## config.mk

```make
export PLATFORM = sky130hd
export DESIGN_NAME = uart_address_recognition
export DESIGN_NICKNAME = d
export VERILOG_FILES = /design/src/rtl/addr_filter_pkg.sv /design/src/rtl/uart_address_recognition.sv
export SDC_FILE = /design/constraint.sdc
export NUM_CORES = 1
export LEC_CHECK = 0
export BUFFER_PORTS_ARGS = -buffer_cell sky130_fd_sc_hd__buf_2
export CAP_MARGIN = 20
export CELL_PAD_IN_SITES_DETAIL_PLACEMENT = 1
export CELL_PAD_IN_SITES_GLOBAL_PLACEMENT = 2
export CORE_MARGIN = 3
export CORE_UTILIZATION = 30
export DETAILED_ROUTE_END_ITERATION = 6
export GPL_ROUTABILITY_DRIVEN = 0
export MAX_ROUTING_LAYER = met4
export PLACE_DENSITY_LB_ADDON = 0.1
export REMOVE_ABC_BUFFERS = 1
export SETUP_SLACK_MARGIN = 0.2
export SLEW_MARGIN = 5
export SYNTH_ARGS = -nofsm -noshare
export SYNTH_HDL_FRONTEND = slang
export SYNTH_SLANG_ARGS = --single-unit
export TNS_END_PERCENT = 50
```

## constraint.sdc

```tcl
create_clock -name pclk -period 2.75 [get_ports pclk]
set_input_delay 0.4125 -clock pclk [delete_from_list [all_inputs] [get_ports pclk]]
set_output_delay 0.4125 -clock pclk [all_outputs]
set_load 0.01 [all_outputs]
```

## src/rtl/addr_filter_pkg.sv

```systemverilog
package addr_filter_pkg;

  // Register indices as printed; byte address is four times the index
  localparam logic [7:0]  STATION_ADDRESS_IDX      = 8'ha9;
  localparam logic [7:0]  STATION_ADDRESS_MASK_IDX = 8'hb9;
  localparam logic [7:0]  SERIAL_CONTROL_IDX       = 8'hc0;
  localparam logic [7:0]  IRQ_STATUS_IDX           = 8'hc1;
  localparam logic [7:0]  IRQ_MASK_IDX             = 8'hc2;
  localparam logic [7:0]  RX_DATA_IDX              = 8'hc3;

  localparam logic [11:0] STATION_ADDRESS_ADDR      = {2'h0, STATION_ADDRESS_IDX, 2'h0};
  localparam logic [11:0] STATION_ADDRESS_MASK_ADDR = {2'h0, STATION_ADDRESS_MASK_IDX, 2'h0};
  localparam logic [11:0] SERIAL_CONTROL_ADDR       = {2'h0, SERIAL_CONTROL_IDX, 2'h0};
  localparam logic [11:0] IRQ_STATUS_ADDR           = {2'h0, IRQ_STATUS_IDX, 2'h0};
  localparam logic [11:0] IRQ_MASK_ADDR             = {2'h0, IRQ_MASK_IDX, 2'h0};
  localparam logic [11:0] RX_DATA_ADDR              = {2'h0, RX_DATA_IDX, 2'h0};

  // Reset values
  localparam logic [7:0]  STATION_ADDRESS_RST      = 8'h00;
  localparam logic [7:0]  STATION_ADDRESS_MASK_RST = 8'h00;
  localparam logic [1:0]  MODE_RST                 = 2'h0;
  localparam logic [1:0]  IRQ_RST                  = 2'h0;
  localparam logic [7:0]  RX_DATA_RST              = 8'h00;

  // Serial control register fields
  localparam int MODE_LSB             = 0;
  localparam int FILTER_ENABLE_BIT    = 2;
  localparam int NINTH_BIT_POS        = 3;
  localparam int RECEIVE_DONE_BIT     = 4;

  // Interrupt status fields
  localparam int IRQ_ACCEPT_BIT       = 0;
  localparam int IRQ_DROP_BIT         = 1;
  localparam int IRQ_W                = 2;

  // Modes
  localparam logic [1:0] MODE_SHIFT   = 2'h0;
  localparam logic [1:0] MODE_EIGHT   = 2'h1;
  localparam logic [1:0] MODE_NINE_A  = 2'h2;
  localparam logic [1:0] MODE_NINE_B  = 2'h3;

  typedef struct packed {
    logic       valid;
    logic [7:0] data;
    logic       ninth;
  } rx_frame_t;

  typedef struct packed {
    logic       ninth;
    logic [7:0] data;
  } rx_buffer_t;

endpackage

```

## src/rtl/uart_address_recognition.sv

```systemverilog
// Implementation choice: the APB interface to the registers.
module uart_address_recognition
  import addr_filter_pkg::*;
(
  input  wire logic                       pclk,
  input  wire logic                       presetn,
  input  wire logic                       psel,
  input  wire logic                       penable,
  input  wire logic                       pwrite,
  input  wire logic [11:0]                paddr,
  input  wire logic [31:0]                pwdata,
  output logic      [31:0]                prdata,
  output logic                            pready,
  output logic                            pslverr,
  input  wire addr_filter_pkg::rx_frame_t rx_frame,
  output logic                            receive_done_flag,
  output addr_filter_pkg::rx_buffer_t     rx_buffer,
  output logic                            irq
);
  import addr_filter_pkg::*;

  // Masked compare shared by given and broadcast checks
  function automatic logic addr_match(input logic [7:0] rx, input logic [7:0] pattern,
                                      input logic [7:0] care);
    addr_match = (((rx ^ pattern) & care) == 8'h00);
  endfunction

  // Register select, shared by every write decode and the read clear
  function automatic logic reg_hit(input logic strobe, input logic [11:0] addr,
                                   input logic [11:0] target);
    reg_hit = strobe && (addr == target);
  endfunction

  logic [7:0]       station_address_q, station_address_d;
  logic [7:0]       station_address_mask_q, station_address_mask_d;
  logic [1:0]       mode_q, mode_d;
  logic             filter_enable_q, filter_enable_d;
  logic             receive_done_q, receive_done_d;
  rx_buffer_t       rx_buffer_q, rx_buffer_d;
  logic [IRQ_W-1:0] irq_status_q, irq_status_d;
  logic [IRQ_W-1:0] irq_mask_q, irq_mask_d;
  logic             irq_q, irq_d;
  logic [31:0]      prdata_q, prdata_d;
  logic             pready_q, pready_d;
  logic             pslverr_q, pslverr_d;

  logic [7:0] given_pattern;
  logic [7:0] broadcast_pattern;
  logic       any_match;
  logic       filtering;
  logic       accept;
  logic       drop;
  logic       access;
  logic       finish;
  logic       mapped;
  logic [31:0] read_word;

  // Address recognition
  always_comb
  begin
    given_pattern     = station_address_q & station_address_mask_q;
    broadcast_pattern = station_address_q | station_address_mask_q;
    any_match = addr_match(rx_frame.data, given_pattern, station_address_mask_q)
              | addr_match(rx_frame.data, broadcast_pattern, broadcast_pattern);
    case (mode_q)
      MODE_SHIFT: filtering = 1'b0;
      default:    filtering = filter_enable_q;
    endcase
    accept    = 1'b0;
    if (rx_frame.valid)
    begin
      if (!filtering)
        accept = 1'b1;
      else if (mode_q == MODE_EIGHT)
        accept = rx_frame.ninth && any_match;
      else
        accept = rx_frame.ninth && any_match;
    end
    drop = rx_frame.valid && !accept;
  end

  // APB decode
  always_comb
  begin
    access = psel && penable;
    finish = access && pready_q;
    mapped = 1'b1;
    read_word = 32'h0000_0000;
    case (paddr)
      STATION_ADDRESS_ADDR:      read_word = {24'h00_0000, station_address_q};
      STATION_ADDRESS_MASK_ADDR: read_word = {24'h00_0000, station_address_mask_q};
      SERIAL_CONTROL_ADDR:
      begin
        read_word[MODE_LSB +: 2]     = mode_q;
        read_word[FILTER_ENABLE_BIT] = filter_enable_q;
        read_word[NINTH_BIT_POS]     = rx_buffer_q.ninth;
        read_word[RECEIVE_DONE_BIT]  = receive_done_q;
      end
      IRQ_STATUS_ADDR:           read_word[IRQ_W-1:0] = irq_status_q;
      IRQ_MASK_ADDR:             read_word[IRQ_W-1:0] = irq_mask_q;
      RX_DATA_ADDR:              read_word = {24'h00_0000, rx_buffer_q.data};
      default:                   mapped = 1'b0;
    endcase
  end

  // Bus answer; one wait state, with data and error registered on the same edge that raises pready
  always_comb
  begin
    prdata_d  = prdata_q;
    pslverr_d = pslverr_q;
    pready_d  = 1'b0;
    if (access && !pready_q)
    begin
      pready_d  = 1'b1;
      pslverr_d = !mapped;
      prdata_d  = pwrite ? 32'h0000_0000 : read_word;
    end
  end

  always_ff @(posedge pclk or negedge presetn)
  begin
    if (!presetn)
    begin
      prdata_q  <= 32'h0000_0000;
      pready_q  <= 1'b0;
      pslverr_q <= 1'b0;
    end
    else
    begin
      prdata_q  <= prdata_d;
      pready_q  <= pready_d;
      pslverr_q <= pslverr_d;
    end
  end

  // Addresses; only the answered edge writes, so a stalled access changes nothing
  always_comb
  begin
    station_address_d      = station_address_q;
    station_address_mask_d = station_address_mask_q;
    if (reg_hit(finish && pwrite, paddr, STATION_ADDRESS_ADDR))
      station_address_d = pwdata[7:0];
    if (reg_hit(finish && pwrite, paddr, STATION_ADDRESS_MASK_ADDR))
      station_address_mask_d = pwdata[7:0];
  end

  always_ff @(posedge pclk or negedge presetn)
  begin
    if (!presetn)
    begin
      station_address_q      <= STATION_ADDRESS_RST;
      station_address_mask_q <= STATION_ADDRESS_MASK_RST;
    end
    else
    begin
      station_address_q      <= station_address_d;
      station_address_mask_q <= station_address_mask_d;
    end
  end

  // Mode and filter enable
  always_comb
  begin
    mode_d          = mode_q;
    filter_enable_d = filter_enable_q;
    if (reg_hit(finish && pwrite, paddr, SERIAL_CONTROL_ADDR))
    begin
      mode_d          = pwdata[MODE_LSB +: 2];
      filter_enable_d = pwdata[FILTER_ENABLE_BIT];
    end
  end

  always_ff @(posedge pclk or negedge presetn)
  begin
    if (!presetn)
    begin
      mode_q          <= MODE_RST;
      filter_enable_q <= 1'b0;
    end
    else
    begin
      mode_q          <= mode_d;
      filter_enable_q <= filter_enable_d;
    end
  end

  // Receive done flag; a frame in the cycle of a software clear wins
  always_comb
  begin
    receive_done_d = receive_done_q;
    if (reg_hit(finish && pwrite, paddr, SERIAL_CONTROL_ADDR) && !pwdata[RECEIVE_DONE_BIT])
      receive_done_d = 1'b0;
    if (accept)
      receive_done_d = 1'b1;
  end

  always_ff @(posedge pclk or negedge presetn)
  begin
    if (!presetn)
    begin
      receive_done_q <= 1'b0;
    end
    else
    begin
      receive_done_q <= receive_done_d;
    end
  end

  // Receive buffer; a dropped frame leaves the last accepted one in place
  always_comb
  begin
    rx_buffer_d = rx_buffer_q;
    if (accept)
    begin
      rx_buffer_d.data  = rx_frame.data;
      rx_buffer_d.ninth = rx_frame.ninth;
    end
  end

  always_ff @(posedge pclk or negedge presetn)
  begin
    if (!presetn)
    begin
      rx_buffer_q <= '{ninth: 1'b0, data: RX_DATA_RST};
    end
    else
    begin
      rx_buffer_q <= rx_buffer_d;
    end
  end

  // Interrupt mask
  always_comb
  begin
    irq_mask_d = irq_mask_q;
    if (reg_hit(finish && pwrite, paddr, IRQ_MASK_ADDR))
      irq_mask_d = pwdata[IRQ_W-1:0];
  end

  always_ff @(posedge pclk or negedge presetn)
  begin
    if (!presetn)
    begin
      irq_mask_q <= IRQ_RST;
    end
    else
    begin
      irq_mask_q <= irq_mask_d;
    end
  end

  // Sticky status; a read clear loses to an event in the same cycle
  always_comb
  begin
    irq_status_d = irq_status_q;
    if (reg_hit(finish && !pwrite, paddr, IRQ_STATUS_ADDR))
      irq_status_d = '0;
    if (accept)
      irq_status_d[IRQ_ACCEPT_BIT] = 1'b1;
    if (drop)
      irq_status_d[IRQ_DROP_BIT] = 1'b1;
  end

  always_ff @(posedge pclk or negedge presetn)
  begin
    if (!presetn)
    begin
      irq_status_q <= IRQ_RST;
    end
    else
    begin
      irq_status_q <= irq_status_d;
    end
  end

  // Interrupt line; built from next values so it rises with the status bit
  always_comb
  begin
    irq_d = |(irq_status_d & irq_mask_d);
  end

  always_ff @(posedge pclk or negedge presetn)
  begin
    if (!presetn)
    begin
      irq_q <= 1'b0;
    end
    else
    begin
      irq_q <= irq_d;
    end
  end

  assign prdata            = prdata_q;
  assign pready            = pready_q;
  assign pslverr           = pslverr_q;
  assign receive_done_flag = receive_done_q;
  assign rx_buffer         = rx_buffer_q;
  assign irq               = irq_q;

endmodule

```

=== Yosys cells after proc, flatten, opt, wreduce, memory -nomap -nowiden ===
Cells that the tools add are included.

* Register bits: 68
* Input port bits: 59
* Word-level logic and storage cells: 66

* Equality and inequality tests: 6
* Muxes and demuxes: 15
* Bitwise logic cells: 8
* Reductions and logical operators: 24

{| class="wikitable"
|+ Operators with widths
! operator !! count
|-
| == test 12 x 10 -> 1 bit, second input constant || 6
|-
| two-way mux 32 bit || 1
|-
| bitwise AND 8 bit || 3
|-
| logical NOT 8 bit || 2
|-
| bitwise XOR 8 bit || 2
|-
| logical AND 1 bit || 13
|-
| case mux 2 bit (6 select lines) || 1
|-
| case mux 3 bit (4 select lines) || 1
|-
| two-way mux 1 bit || 9
|-
| case mux 3 bit (3 select lines) || 1
|-
| bitwise OR 8 bit || 1
|-
| OR reduction 6 bit || 1
|-
| logical NOT 1 bit || 5
|-
| two-way mux 2 bit || 2
|-
| bitwise AND 2 bit || 1
|-
| logical NOT 2 bit || 1
|-
| nonzero test 2 bit || 1
|-
| OR reduction 2 bit || 1
|-
| bitwise OR 1 bit || 1
|}

=== Longest topological paths before layout ===
Gate-level depths: netlist (run 1).

* Depth in word-level cells: 13
* Gate-level depth with buffers: 8
* Gate-level depth less buffers: 6

=== Worst setup path after synthesis (run 1) ===
Ideal clock, no wire load.

* Kind: input to register
* Start point: in paddr[2]
* End point: reg station_address_q[0]
* Library setup time: 0.128 ns
* Arrival: 1.935 ns
* Required time: 2.622 ns
* Path slack: 0.688 ns
* Cell stages on the path: 8
* Buffers on the path: 3
* Cells stage by stage: buf_2 -> nor4bb_1 -> and4_1 -> nor2b_1 -> buf_2 -> nor2b_1 -> buf_2 -> mux2_1

* Longest elaborated chain between the ends: 2

{| class="wikitable"
|+ Ends and longest elaborated chain
! item !! RTL line !! source
|-
| start: declaration || uart_address_recognition.sv:10 || <nowiki>input wire logic [11:0] paddr,</nowiki>
|-
| == test 12 x 10 -> 1 bit || uart_address_recognition.sv:31 || <nowiki>reg_hit = strobe && (addr == target);</nowiki>
|-
| logical AND 1 bit || uart_address_recognition.sv:31 ||
|-
| end signal: assignment || uart_address_recognition.sv:156 || <nowiki>station_address_q <= station_address_d;</nowiki>
|-
| end: declaration || uart_address_recognition.sv:34 || <nowiki>logic [7:0] station_address_q, station_address_d;</nowiki>
|}

No other way between the ends.
A chain may end at the register's enable or synchronous reset.

=== Worst setup path in the final report (run 1) ===
* Start point: reg station_address_q[0]
* End point: reg rx_buffer_q (netlist bit rx_buffer[6])

* Longest elaborated chain between the ends: 8

{| class="wikitable"
|+ Ends and longest elaborated chain
! item !! RTL line !! source
|-
| bitwise AND 8 bit / bitwise OR 8 bit (equally long branches) || uart_address_recognition.sv:61, uart_address_recognition.sv:62 ||
|-
| bitwise XOR 8 bit || uart_address_recognition.sv:25 || <nowiki>addr_match = (((rx ^ pattern) & care) == 8'h00);</nowiki>
|-
| bitwise AND 8 bit || uart_address_recognition.sv:25 ||
|-
| logical NOT 8 bit || uart_address_recognition.sv:25 ||
|-
| bitwise OR 1 bit (*) || uart_address_recognition.sv:64 || <nowiki>| addr_match(rx_frame.data, broadcast_pattern, broadcast_pattern);</nowiki>
|-
| logical AND 1 bit (*) || uart_address_recognition.sv:75, uart_address_recognition.sv:77 ||
|-
| two-way mux 1 bit (*) || uart_address_recognition.sv:72 || <nowiki>if (!filtering)</nowiki>
|-
| two-way mux 1 bit (*) || uart_address_recognition.sv:70 || <nowiki>if (rx_frame.valid)</nowiki>
|-
| end signal: assignment || uart_address_recognition.sv:224 || <nowiki>rx_buffer_q <= '{ninth: 1'b0, data: RX_DATA_RST};</nowiki>
|-
| end signal: assignment || uart_address_recognition.sv:228 || <nowiki>rx_buffer_q <= rx_buffer_d;</nowiki>
|-
| end: declaration || uart_address_recognition.sv:39 || <nowiki>rx_buffer_t rx_buffer_q, rx_buffer_d;</nowiki>
|}

Every way passes the cells marked *; elsewhere a longest branch is shown, timed or not.

==> results of run 1 <==
==> power by group through the flow <==
stage	Clock [mW]	Sequential, mW	Combinational [mW]
after detailed placement	0	0.691	0.138
after global routing	0.473	0.681	0.156
after floorplan	0	0.695	0.0508
final	0.427	0.677	0.140
after CTS	0.446	0.678	0.138
after global placement	0	0.690	0.138
==> path summary, 6_finish.rpt <==
path                                                    end  slack, ps
hold reg to reg                       prdata[6]$_DFFE_PN0P_        480
hold / removal             station_address_q[6]$_DFFE_PN0P_        350
setup / recovery                   rx_buffer[6]$_DFFE_PN0P_        810
setup reg to reg                   rx_buffer[6]$_DFFE_PN0P_        810
max in group asynchronous  station_address_q[2]$_DFFE_PN0P_       1780
min in group asynchronous             prdata[2]$_DFFE_PN0P_        500
==> layer usage <==
metal	global-route usage (%)	up-vias	routed length, um
met5	-	-	0
met4	3.61	0	48
met3	2.39	7	332
met2	21.3	57	2730
met1	20.4	878	2830
li1	-	817	-
==> kinds of logic (layout without fill, tap and decap cells) <==
| kind of cell | count (synthesis) | count (layout) | synth area share [%] |
|---|---|---|---|
| DFF | 44 | 44 | 47.0 |
| muxes | 32 | 32 | 16.7 |
| and+or+nand+nor | 46 | 46 | 11.3 |
| AOI/OAI and AO/OA | 38 | 38 | 12.1 |
| xor gates and xnor gates | 8 | 8 | 2.99 |
| buffers and inverters | 35 | 76 | 9.78 |
| other | 1 | 24 | 0.160 |
==> layout make-up <==
type,count,area (sq um)
repair buffers,64,358
multi-input cells,148,1100
clock buffers,7,86.3
inverters,4,15.0
fillers,860,4620
clock inverters,1,7.51
flip-flops and latches,44,1100
well taps,99,124
==> synth_stat cells (2+ instances only) <==
master	n	area, sq um
dfrtp_1	44	1100
buf_4	24	180
mux2_1	19	214
nand2_1	15	56.3
nor2_1	11	41.3
a22oi_1	10	75.1
mux2_2	9	101
xor2_1	8	70.1
buf_2	6	30.0
o21ai_0	6	30.0
a22o_1	5	43.8
a222oi_1	4	40.0
inv_1	4	15.0
o21bai_1	4	30.0
o31ai_1	4	30.0
nor3_1	3	15.0
and4_1	2	17.5
mux2_4	2	30.0
mux4_2	2	45.0
nor2b_1	2	12.5
o22ai_1	2	12.5
==> per-stage QoR <==
step                      setup WS [ps]  total power, mW  instances
after floorplan                     410            0.746        196
after global placement              553            0.828        357
after detailed placement            542            0.829        357
after CTS                           785             1.26        365
after global routing                701             1.31        367
final                               812             1.24        367
==> what timing repair did <==
item / in CTS / in global routing
hold endpoints to repair: 0 / 9
gates resized for setup: 0 / 0
hold buffers: 0 / 1
==> flip-flops by register name (all words and copies together), names as in the netlist, 2 cells and up <==
signal,cells
mode_q,2
station_address_mask_q,8
irq_status_q,2
irq_mask_q,2
station_address_q,8
rx_buffer,9
prdata,8
==> impl_metrics.json, run 1 <==
{
  "status": "complete, no violations",
  "dr_total_vias": 1759,
  "hold_class": "in2reg",
  "min_path_cells": 2,
  "diodes": 0,
  "io_pins": 104,
  "final_cell_area_sq_um": 2790,
  "drive_above_1_share_pct": 32.8,
  "ys_warn_count": 0,
  "dp_hpwl_um": 4670,
  "leakagePower_nw": 1.41,
  "rows": 31,
  "slowest_delay_ps": 430,
  "start_util_pct": 31.6,
  "max_freq_mhz": 516,
  "wl_per_cell_um": 16.2,
  "crit_slowest_cell": "dfrtp_1",
  "rsz0062_at_grt": "no",
  "syn_inst": 204,
  "cp_num_cells": 6,
  "die_h_um": 94.3,
  "hp-start": "pwdata[6]",
  "clk_pin_slew_worst_paths_ps": 90,
  "htree_levels": 2,
  "tns_ps": 0,
  "finalCriticalPeriod_ps": 1940,
  "crit_start": "station_address_q[0]$_DFFE_PN0P_",
  "synth-edff-count": 0,
  "cp_max_fo": 8,
  "worstRegToRegCells": 6,
  "crit_chain": "xor2_1 -> a22oi_1 -> and4_1 -> o31ai_1 -> buf_4 -> mux2_1",
  "finalMaxSlewViolations": 0,
  "nets": 326,
  "intPower_mw": 0.926,
  "layout_commonest_cell": "buf_2",
  "syn2layout_area_growth_pct": 19.1,
  "core_sq_um": 7410,
  "setup_viol": 0,
  "cts_buffers": 5,
  "end_kind": "flop",
  "cts_buffer_depth": 2,
  "antenna_left": 0,
  "skew_ps": 7.83,
  "die_w_um": 94.3,
  "worst_pin_slew_ps": 632,
  "die_area_sq_um": 8900,
  "cp-start-kind": "flop",
  "relSlewSlack_pct": 57.5,
  "fin_crit_sh_pct": 70.5,
  "path_delay_family": "flip-flops",
  "cts_sinks": 44,
  "finish.utilization_pct": 37.6,
  "clockRootBuffer": "clkbuf_8",
  "drt-total-wl_um": 5940,
  "pwr-share-comb_pct": 11.2,
  "synthFlopType": "dfrtp_1",
  "worstPathRequired_ps": 2930,
  "place_area_sq_um": 2670,
  "cts_tree": "done",
  "peakVddDrop_uv": 214,
  "gr-usage-all-layers_pct": 14.4,
  "clkPwrFrac_pct": 34.3,
  "synth.distinct_cells": 39,
  "grt_pass1_wl_um": 9420,
  "grt_overflow_total": 0,
  "path_class": "reg2reg",
  "grt_pass1_vias": 1742,
  "ys_seq_area_share_pct": 47.0,
  "final_cell_mix": "buf_2 (55), dfrtp_1 (44), conb_1 (24)",
  "dr.first_iter.drc_count": 41,
  "sw_frac_of_total_pct": 25.5,
  "r2r_start": "station_address_q[0]$_DFFE_PN0P_",
  "maxCapViolations": 0,
  "syn_area_sq_um": 2340,
  "finalHoldViolations": 0,
  "cts_setup_buffers": 0,
  "power_density_nw_per_um2": 446,
  "path_buf_inv": 1,
  "seq_power_share_pct": 54.5,
  "drc": 0,
  "via_per_inst": 4.79,
  "dr.pass1.iters": 4,
  "synth_async_sr_flop_share_pct": 100,
  "fin_hold_ws_ps": 345,
  "cp_data_arrival_time_ps": 2120,
  "antenna_found_initial": 0,
  "portBuffers": 55,
  "synth_seq_cells": 44,
  "switching_power_mw": 0.318,
  "syn_avg_cell_area_sq_um": 11.5,
  "clk_latency_ps": 290,
  "grt_max_degree": 45
}
Note: power is estimated with default switching activity, not from simulation.
==> run 2, diff against run 1 <==
Settings changed: CORE_UTILIZATION 30 to 28.
Clock period 2.75 ns to 1.9 ns, I/O delays scaled along.
==> run 2 against run 1 <==
- non-clock buffer count grew 26
- clock skew down 4.2 ps
- die area increased by 6.7%
- utilization up 1.1 points
- flip-flop and latch count unchanged
- largest cell class is now multi-input combinational cells
- global-route usage is 0.26 points lower
- critical endpoint unchanged
- combinational power up 64%
- first-iteration DRC count is 110% higher
- sequential power increased by 45%
- total power rose by 48%
- critical path depth unchanged
==> impl_metrics.json, run 2 (synthesized netlist as in run 1, its figures left out) <==
{
  "status": "complete, no violations",
  "layout_commonest_cell": "buf_2",
  "die_w_um": 97.4,
  "fin_hold_ws_ps": 52.2,
  "cts_tree": "done",
  "worstPathRequired_ps": 2080,
  "final_cell_mix": "buf_2 (55), dfrtp_1 (44), buf_4 (33)",
  "final_cell_area_sq_um": 3070,
  "grt_pass1_vias": 1925,
  "relSlewSlack_pct": 60.7,
  "pwr-share-comb_pct": 12.5,
  "clockRootBuffer": "clkbuf_8",
  "clk_latency_ps": 290,
  "htree_levels": 2,
  "path_delay_family": "flip-flops",
  "place_area_sq_um": 2850,
  "setup_viol": 0,
  "cts-hold-fix-buffers": 0,
  "peakVddDrop_uv": 267,
  "grt_max_degree": 45,
  "antenna_left": 0,
  "largest_reg_flops": 9,
  "skew_ps": 3.68,
  "r2r_start": "station_address_q[3]$_DFFE_PN0P_",
  "crit_chain": "xor2_1 -> a22oi_1 -> and4_4 -> o31ai_4 -> buf_6 -> mux2_4",
  "cp_data_arrival_time_ps": 1940,
  "cp-start-kind": "flop",
  "dr.pass1.iters": 4,
  "worst_slack_ps": 140,
  "dr.first_iter.drc_count": 85,
  "max_freq_mhz": 568,
  "cts_buffer_depth": 2,
  "crit_slowest_cell": "dfrtp_1",
  "sw_frac_of_total_pct": 26.3,
  "power_mw": 1.85,
  "end_kind": "flop",
  "core_sq_um": 7930,
  "intPower_mw": 1.36,
  "cts_sinks": 44,
  "antenna_found_initial": 0,
  "cp_max_fo": 8,
  "clk_pin_slew_worst_paths_ps": 90,
  "hold_class": "in2async",
  "cts_buffers": 5,
  "switching_power_mw": 0.485,
  "via_per_inst": 4.66,
  "rrSetupSlack_ps": 140,
  "clkPwrFrac_pct": 34.3,
  "dp.cells": 384,
  "dp_hpwl_um": 5110,
  "drc": 0,
  "finalCriticalPeriod_ps": 1760,
  "finish.utilization_pct": 38.7,
  "dp_slack_ps": -183,
  "diodes": 0,
  "tns_ps": 0,
  "syn2layout_area_growth_pct": 31.1,
  "die_h_um": 97.4,
  "nets": 352,
  "path_buf_inv": 1,
  "maxCapViolations": 0,
  "finalMaxSlewViolations": 0,
  "portBuffers": 55,
  "final_cells": 396,
  "r2r-end": "rx_buffer[6]$_DFFE_PN0P_",
  "path_class": "reg2reg",
  "gr-usage-all-layers_pct": 14.1,
  "seq_power_share_pct": 53.2,
  "dr_total_vias": 1844,
  "rows": 32,
  "wl_per_cell_um": 16.2,
  "fin_crit_sh_pct": 92.6,
  "grt_pass1_wl_um": 10300,
  "worst_pin_slew_ps": 590,
  "rsz0062_at_grt": "yes",
  "slowest_delay_ps": 420,
  "io_pins": 104,
  "power_density_nw_per_um2": 601,
  "fillers": 926,
  "drt-total-wl_um": 6430,
  "worstRegToRegCells": 6,
  "cp_num_cells": 6,
  "drive_above_1_share_pct": 43.5,
  "die_area_sq_um": 9490,
  "start_util_pct": 29.5,
  "leakagePower_nw": 1.58,
  "grt_overflow_total": 0,
  "finalHoldViolations": 0
}
-- run 2: changes by cell type in the layout (fill, tap and decap cells not counted), moves of 2 or more --
cell	change
and4_1	-2
and4_4	+2
buf_4	+26
buf_6	+2
mux2_1	-3
mux2_2	-5
mux2_4	+8
-- run 2: layer usage --
metal	track usage [%]	wire, um	vias up
met1	19.9	3140	906
met2	21.2	2980	62
li1	-	-	876
met3	2.80	309	0
met4	2.56	0	0
met5	-	0	-
-- run 2: timing repair --
action,CTS,global route
pin swaps,9,2
endpoints found under the setup margin,21,29
resized for setup,18,5
buffers inserted,3,1
-- run 2: power by group through the flow --
stage / clock, mW / combinational [mW] / sequential (mW)
after floorplan: 0 / 0.0736 / 1.01
after global placement: 0 / 0.212 / 1.00
after detailed placement: 0 / 0.215 / 1.00
after CTS: 0.660 / 0.234 / 0.983
after global routing: 0.697 / 0.256 / 0.987
final: 0.633 / 0.230 / 0.982
-- run 2: how the worst max path moves through the flow --
stage	start	end	slack [ps]
after floorplan	station_address_q[1]$_DFFE_PN0P_	rx_buffer[0]$_DFFE_PN0P_	-350
after global placement	paddr[1]	irq$_DFF_PN0_	-170
after detailed placement	paddr[1]	irq$_DFF_PN0_	-180
after CTS	station_address_q[5]$_DFFE_PN0P_	rx_buffer[6]$_DFFE_PN0P_	120
after global routing	station_address_q[2]$_DFFE_PN0P_	rx_buffer[6]$_DFFE_PN0P_	60
final	station_address_q[3]$_DFFE_PN0P_	rx_buffer[6]$_DFFE_PN0P_	140
-- run 2: cell type report --
| class | instances | area (sq um) | share of cell area [%] |
|---|---|---|---|
| inverters | 4 | 15.0 | 0.489 |
| well taps | 102 | 128 | 4.16 |
| clock buffers | 7 | 86.3 | 2.81 |
| flip-flops and latches | 44 | 1100 | 35.9 |
| multi-input cells | 148 | 1180 | 38.6 |
| clock inverters | 1 | 7.51 | 0.245 |
| repair buffers | 90 | 546 | 17.8 |
==> run 3, diff against run 2 <==
Settings changed: CORE_UTILIZATION 28 to 30, SKIP_CTS_REPAIR_TIMING set to 1.
Clock period 1.9 ns to 2.1 ns, I/O delays scaled along.
==> run 3 against run 2 <==
- hold slack better by 35 ps
- first-iteration DRC count increased by 12%
- clock skew is 7.2 ps higher
- total power fell by 4.2%
- clock power is 9.6% higher
- wire length fell by 4.5%
- setup slack improved by 170 ps
- largest power group unchanged
==> impl_metrics.json, run 3 (synthesized netlist as in run 1, its figures left out) <==
{
  "status": "complete, no violations",
  "die_area_sq_um": 8900,
  "finalCriticalPeriod_ps": 1790,
  "sw_frac_of_total_pct": 24.4,
  "core_sq_um": 7410,
  "use_met2_pct": 22.7,
  "relSlewSlack_pct": 61.8,
  "layout_commonest_cell": "buf_2",
  "power_density_nw_per_um2": 616,
  "seq_power_share_pct": 50.2,
  "antenna_left": 0,
  "peakVddDrop_uv": 284,
  "antenna_found_initial": 0,
  "dr_total_vias": 1772,
  "worst_pin_slew_ps": 573,
  "nets": 332,
  "die_h_um": 94.3,
  "max_freq_mhz": 558,
  "portBuffers": 55,
  "grt_pass1_vias": 1779,
  "top_usage_layer": "met2",
  "grt_pass1_wl_um": 9960,
  "cp_data_arrival_time_ps": 1980,
  "finalMaxSlewViolations": 0,
  "worstPathRequired_ps": 2290,
  "via_per_inst": 4.75,
  "leakagePower_nw": 1.46,
  "cts_tree": "done",
  "cts_buffer_depth": 2,
  "met3_usage_pct": 2.39,
  "pwr-share-comb_pct": 10.5,
  "final_cells": 373,
  "rows": 31,
  "grt_max_degree": 45,
  "intPower_mw": 1.34,
  "hold_class": "in2async",
  "syn2layout_area_growth_pct": 22.7,
  "tns_ps": 0,
  "gr-usage-all-layers_pct": 15.1,
  "path_class": "reg2reg",
  "clkPwrFrac_pct": 39.3,
  "clk_latency_ps": 300,
  "skew_ps": 10.9,
  "crit_chain": "xor2_1 -> a22oi_1 -> and4_4 -> o31ai_4 -> buf_6 -> mux2_2",
  "maxCapViolations": 0,
  "r2r_start": "station_address_q[4]$_DFFE_PN0P_",
  "crit_start": "station_address_q[4]$_DFFE_PN0P_",
  "cp-start-kind": "flop",
  "grt.met1_usage_pct": 21.5,
  "drive_above_1_share_pct": 36.1,
  "largest_reg_flops": 9,
  "diodes": 0,
  "cts_buffers": 5,
  "fin_crit_sh_pct": 85.4,
  "dp_hpwl_um": 4790,
  "cp_max_fo": 8,
  "wl_per_cell_um": 16.5,
  "finalHoldViolations": 0,
  "setup_viol": 0,
  "htree_levels": 2,
  "dr.pass1.iters": 6,
  "die_w_um": 94.3,
  "start_util_pct": 31.6,
  "drc": 0,
  "crit_slowest_cell": "dfrtp_1",
  "clk_pin_slew_worst_paths_ps": 90,
  "slowest_delay_ps": 420,
  "dp.cells": 365,
  "rsz0062_at_grt": "yes",
  "switching_power_mw": 0.431,
  "clockRootBuffer": "clkbuf_8",
  "io_pins": 104,
  "grt_overflow_total": 0,
  "final_cell_mix": "buf_2 (55), dfrtp_1 (44), conb_1 (24)",
  "dr.first_iter.drc_count": 95,
  "cts_sinks": 44,
  "drt-total-wl_um": 6140,
  "end_kind": "flop"
}
## run 3: cell count changes in the layout (fill, tap and decap cells not counted), moves of 3 or more
| cell | delta |
|---|---|
| mux2_1 | +3 |
| buf_4 | -19 |
| mux2_4 | -8 |
| mux2_2 | +5 |
## run 3: layout make-up
cell class                 instances  area [sq um]
fill                             850          4540
tap                               99           124
timing repair buffer              70           392
clock inverter                     2          38.8
sequential                        44          1100
multi-input combinational        148          1120
inverter                           4          15.0
clock buffer                       6          82.6
## run 3: final timing paths
kind	cells past startpoint	slack, ps	endpoint
setup / recovery	6	310	rx_buffer[3]$_DFFE_PN0P_
hold / removal	2	90	prdata[4]$_DFFE_PN0P_
setup reg to reg	6	310	rx_buffer[3]$_DFFE_PN0P_
hold reg to reg	2	480	prdata[5]$_DFFE_PN0P_
max in group asynchronous	2	1620	rx_buffer[8]$_DFFE_PN0P_
min in group pclk	2	240	station_address_mask_q[7]$_DFFE_PN0P_
## run 3: critical path: cells and delay by family, from the launching register on
kind	cells	cell delay [ps]
DFF	1	420
AOI/OAI and AO/OA	2	350
muxes	1	330
and+or+nand+nor	1	210
xor gates and xnor gates	1	180
buffers and inverters	1	180
## run 3: stage by stage
| step | util, % | instance area (sq um) | setup WS, ps | power, mW | hold slack [ps] |
|---|---|---|---|---|---|
| floorplan | - | 2210 | -147 | 0.977 | 19.4 |
| global placement | 36.8 | 2730 | 17.9 | 1.09 | 451 |
| detailed placement | 36.8 | 2730 | 19.1 | 1.09 | 447 |
| CTS | 38.4 | 2850 | 143 | 1.80 | 119 |
| global route | 38.8 | 2870 | 200 | 1.86 | 123 |
| finish | 38.8 | 2870 | 306 | 1.77 | 86.8 |
## run 3: metal layers
layer	wire (um)	vias up
li1	-	833
met3	297	7
met1	2940	871
met5	0	-
met2	2840	61
met4	63	0
## run 3: power groups by stage
stage / combinational (mW) / clock [mW] / sequential, mW
6_report: 0.186 / 0.694 / 0.887
4_1_cts: 0.189 / 0.721 / 0.888
3_3_place_gp: 0.187 / 0 / 0.904
3_5_place_dp: 0.188 / 0 / 0.905
2_1_floorplan: 0.0666 / 0 / 0.910
5_1_grt: 0.210 / 0.759 / 0.891
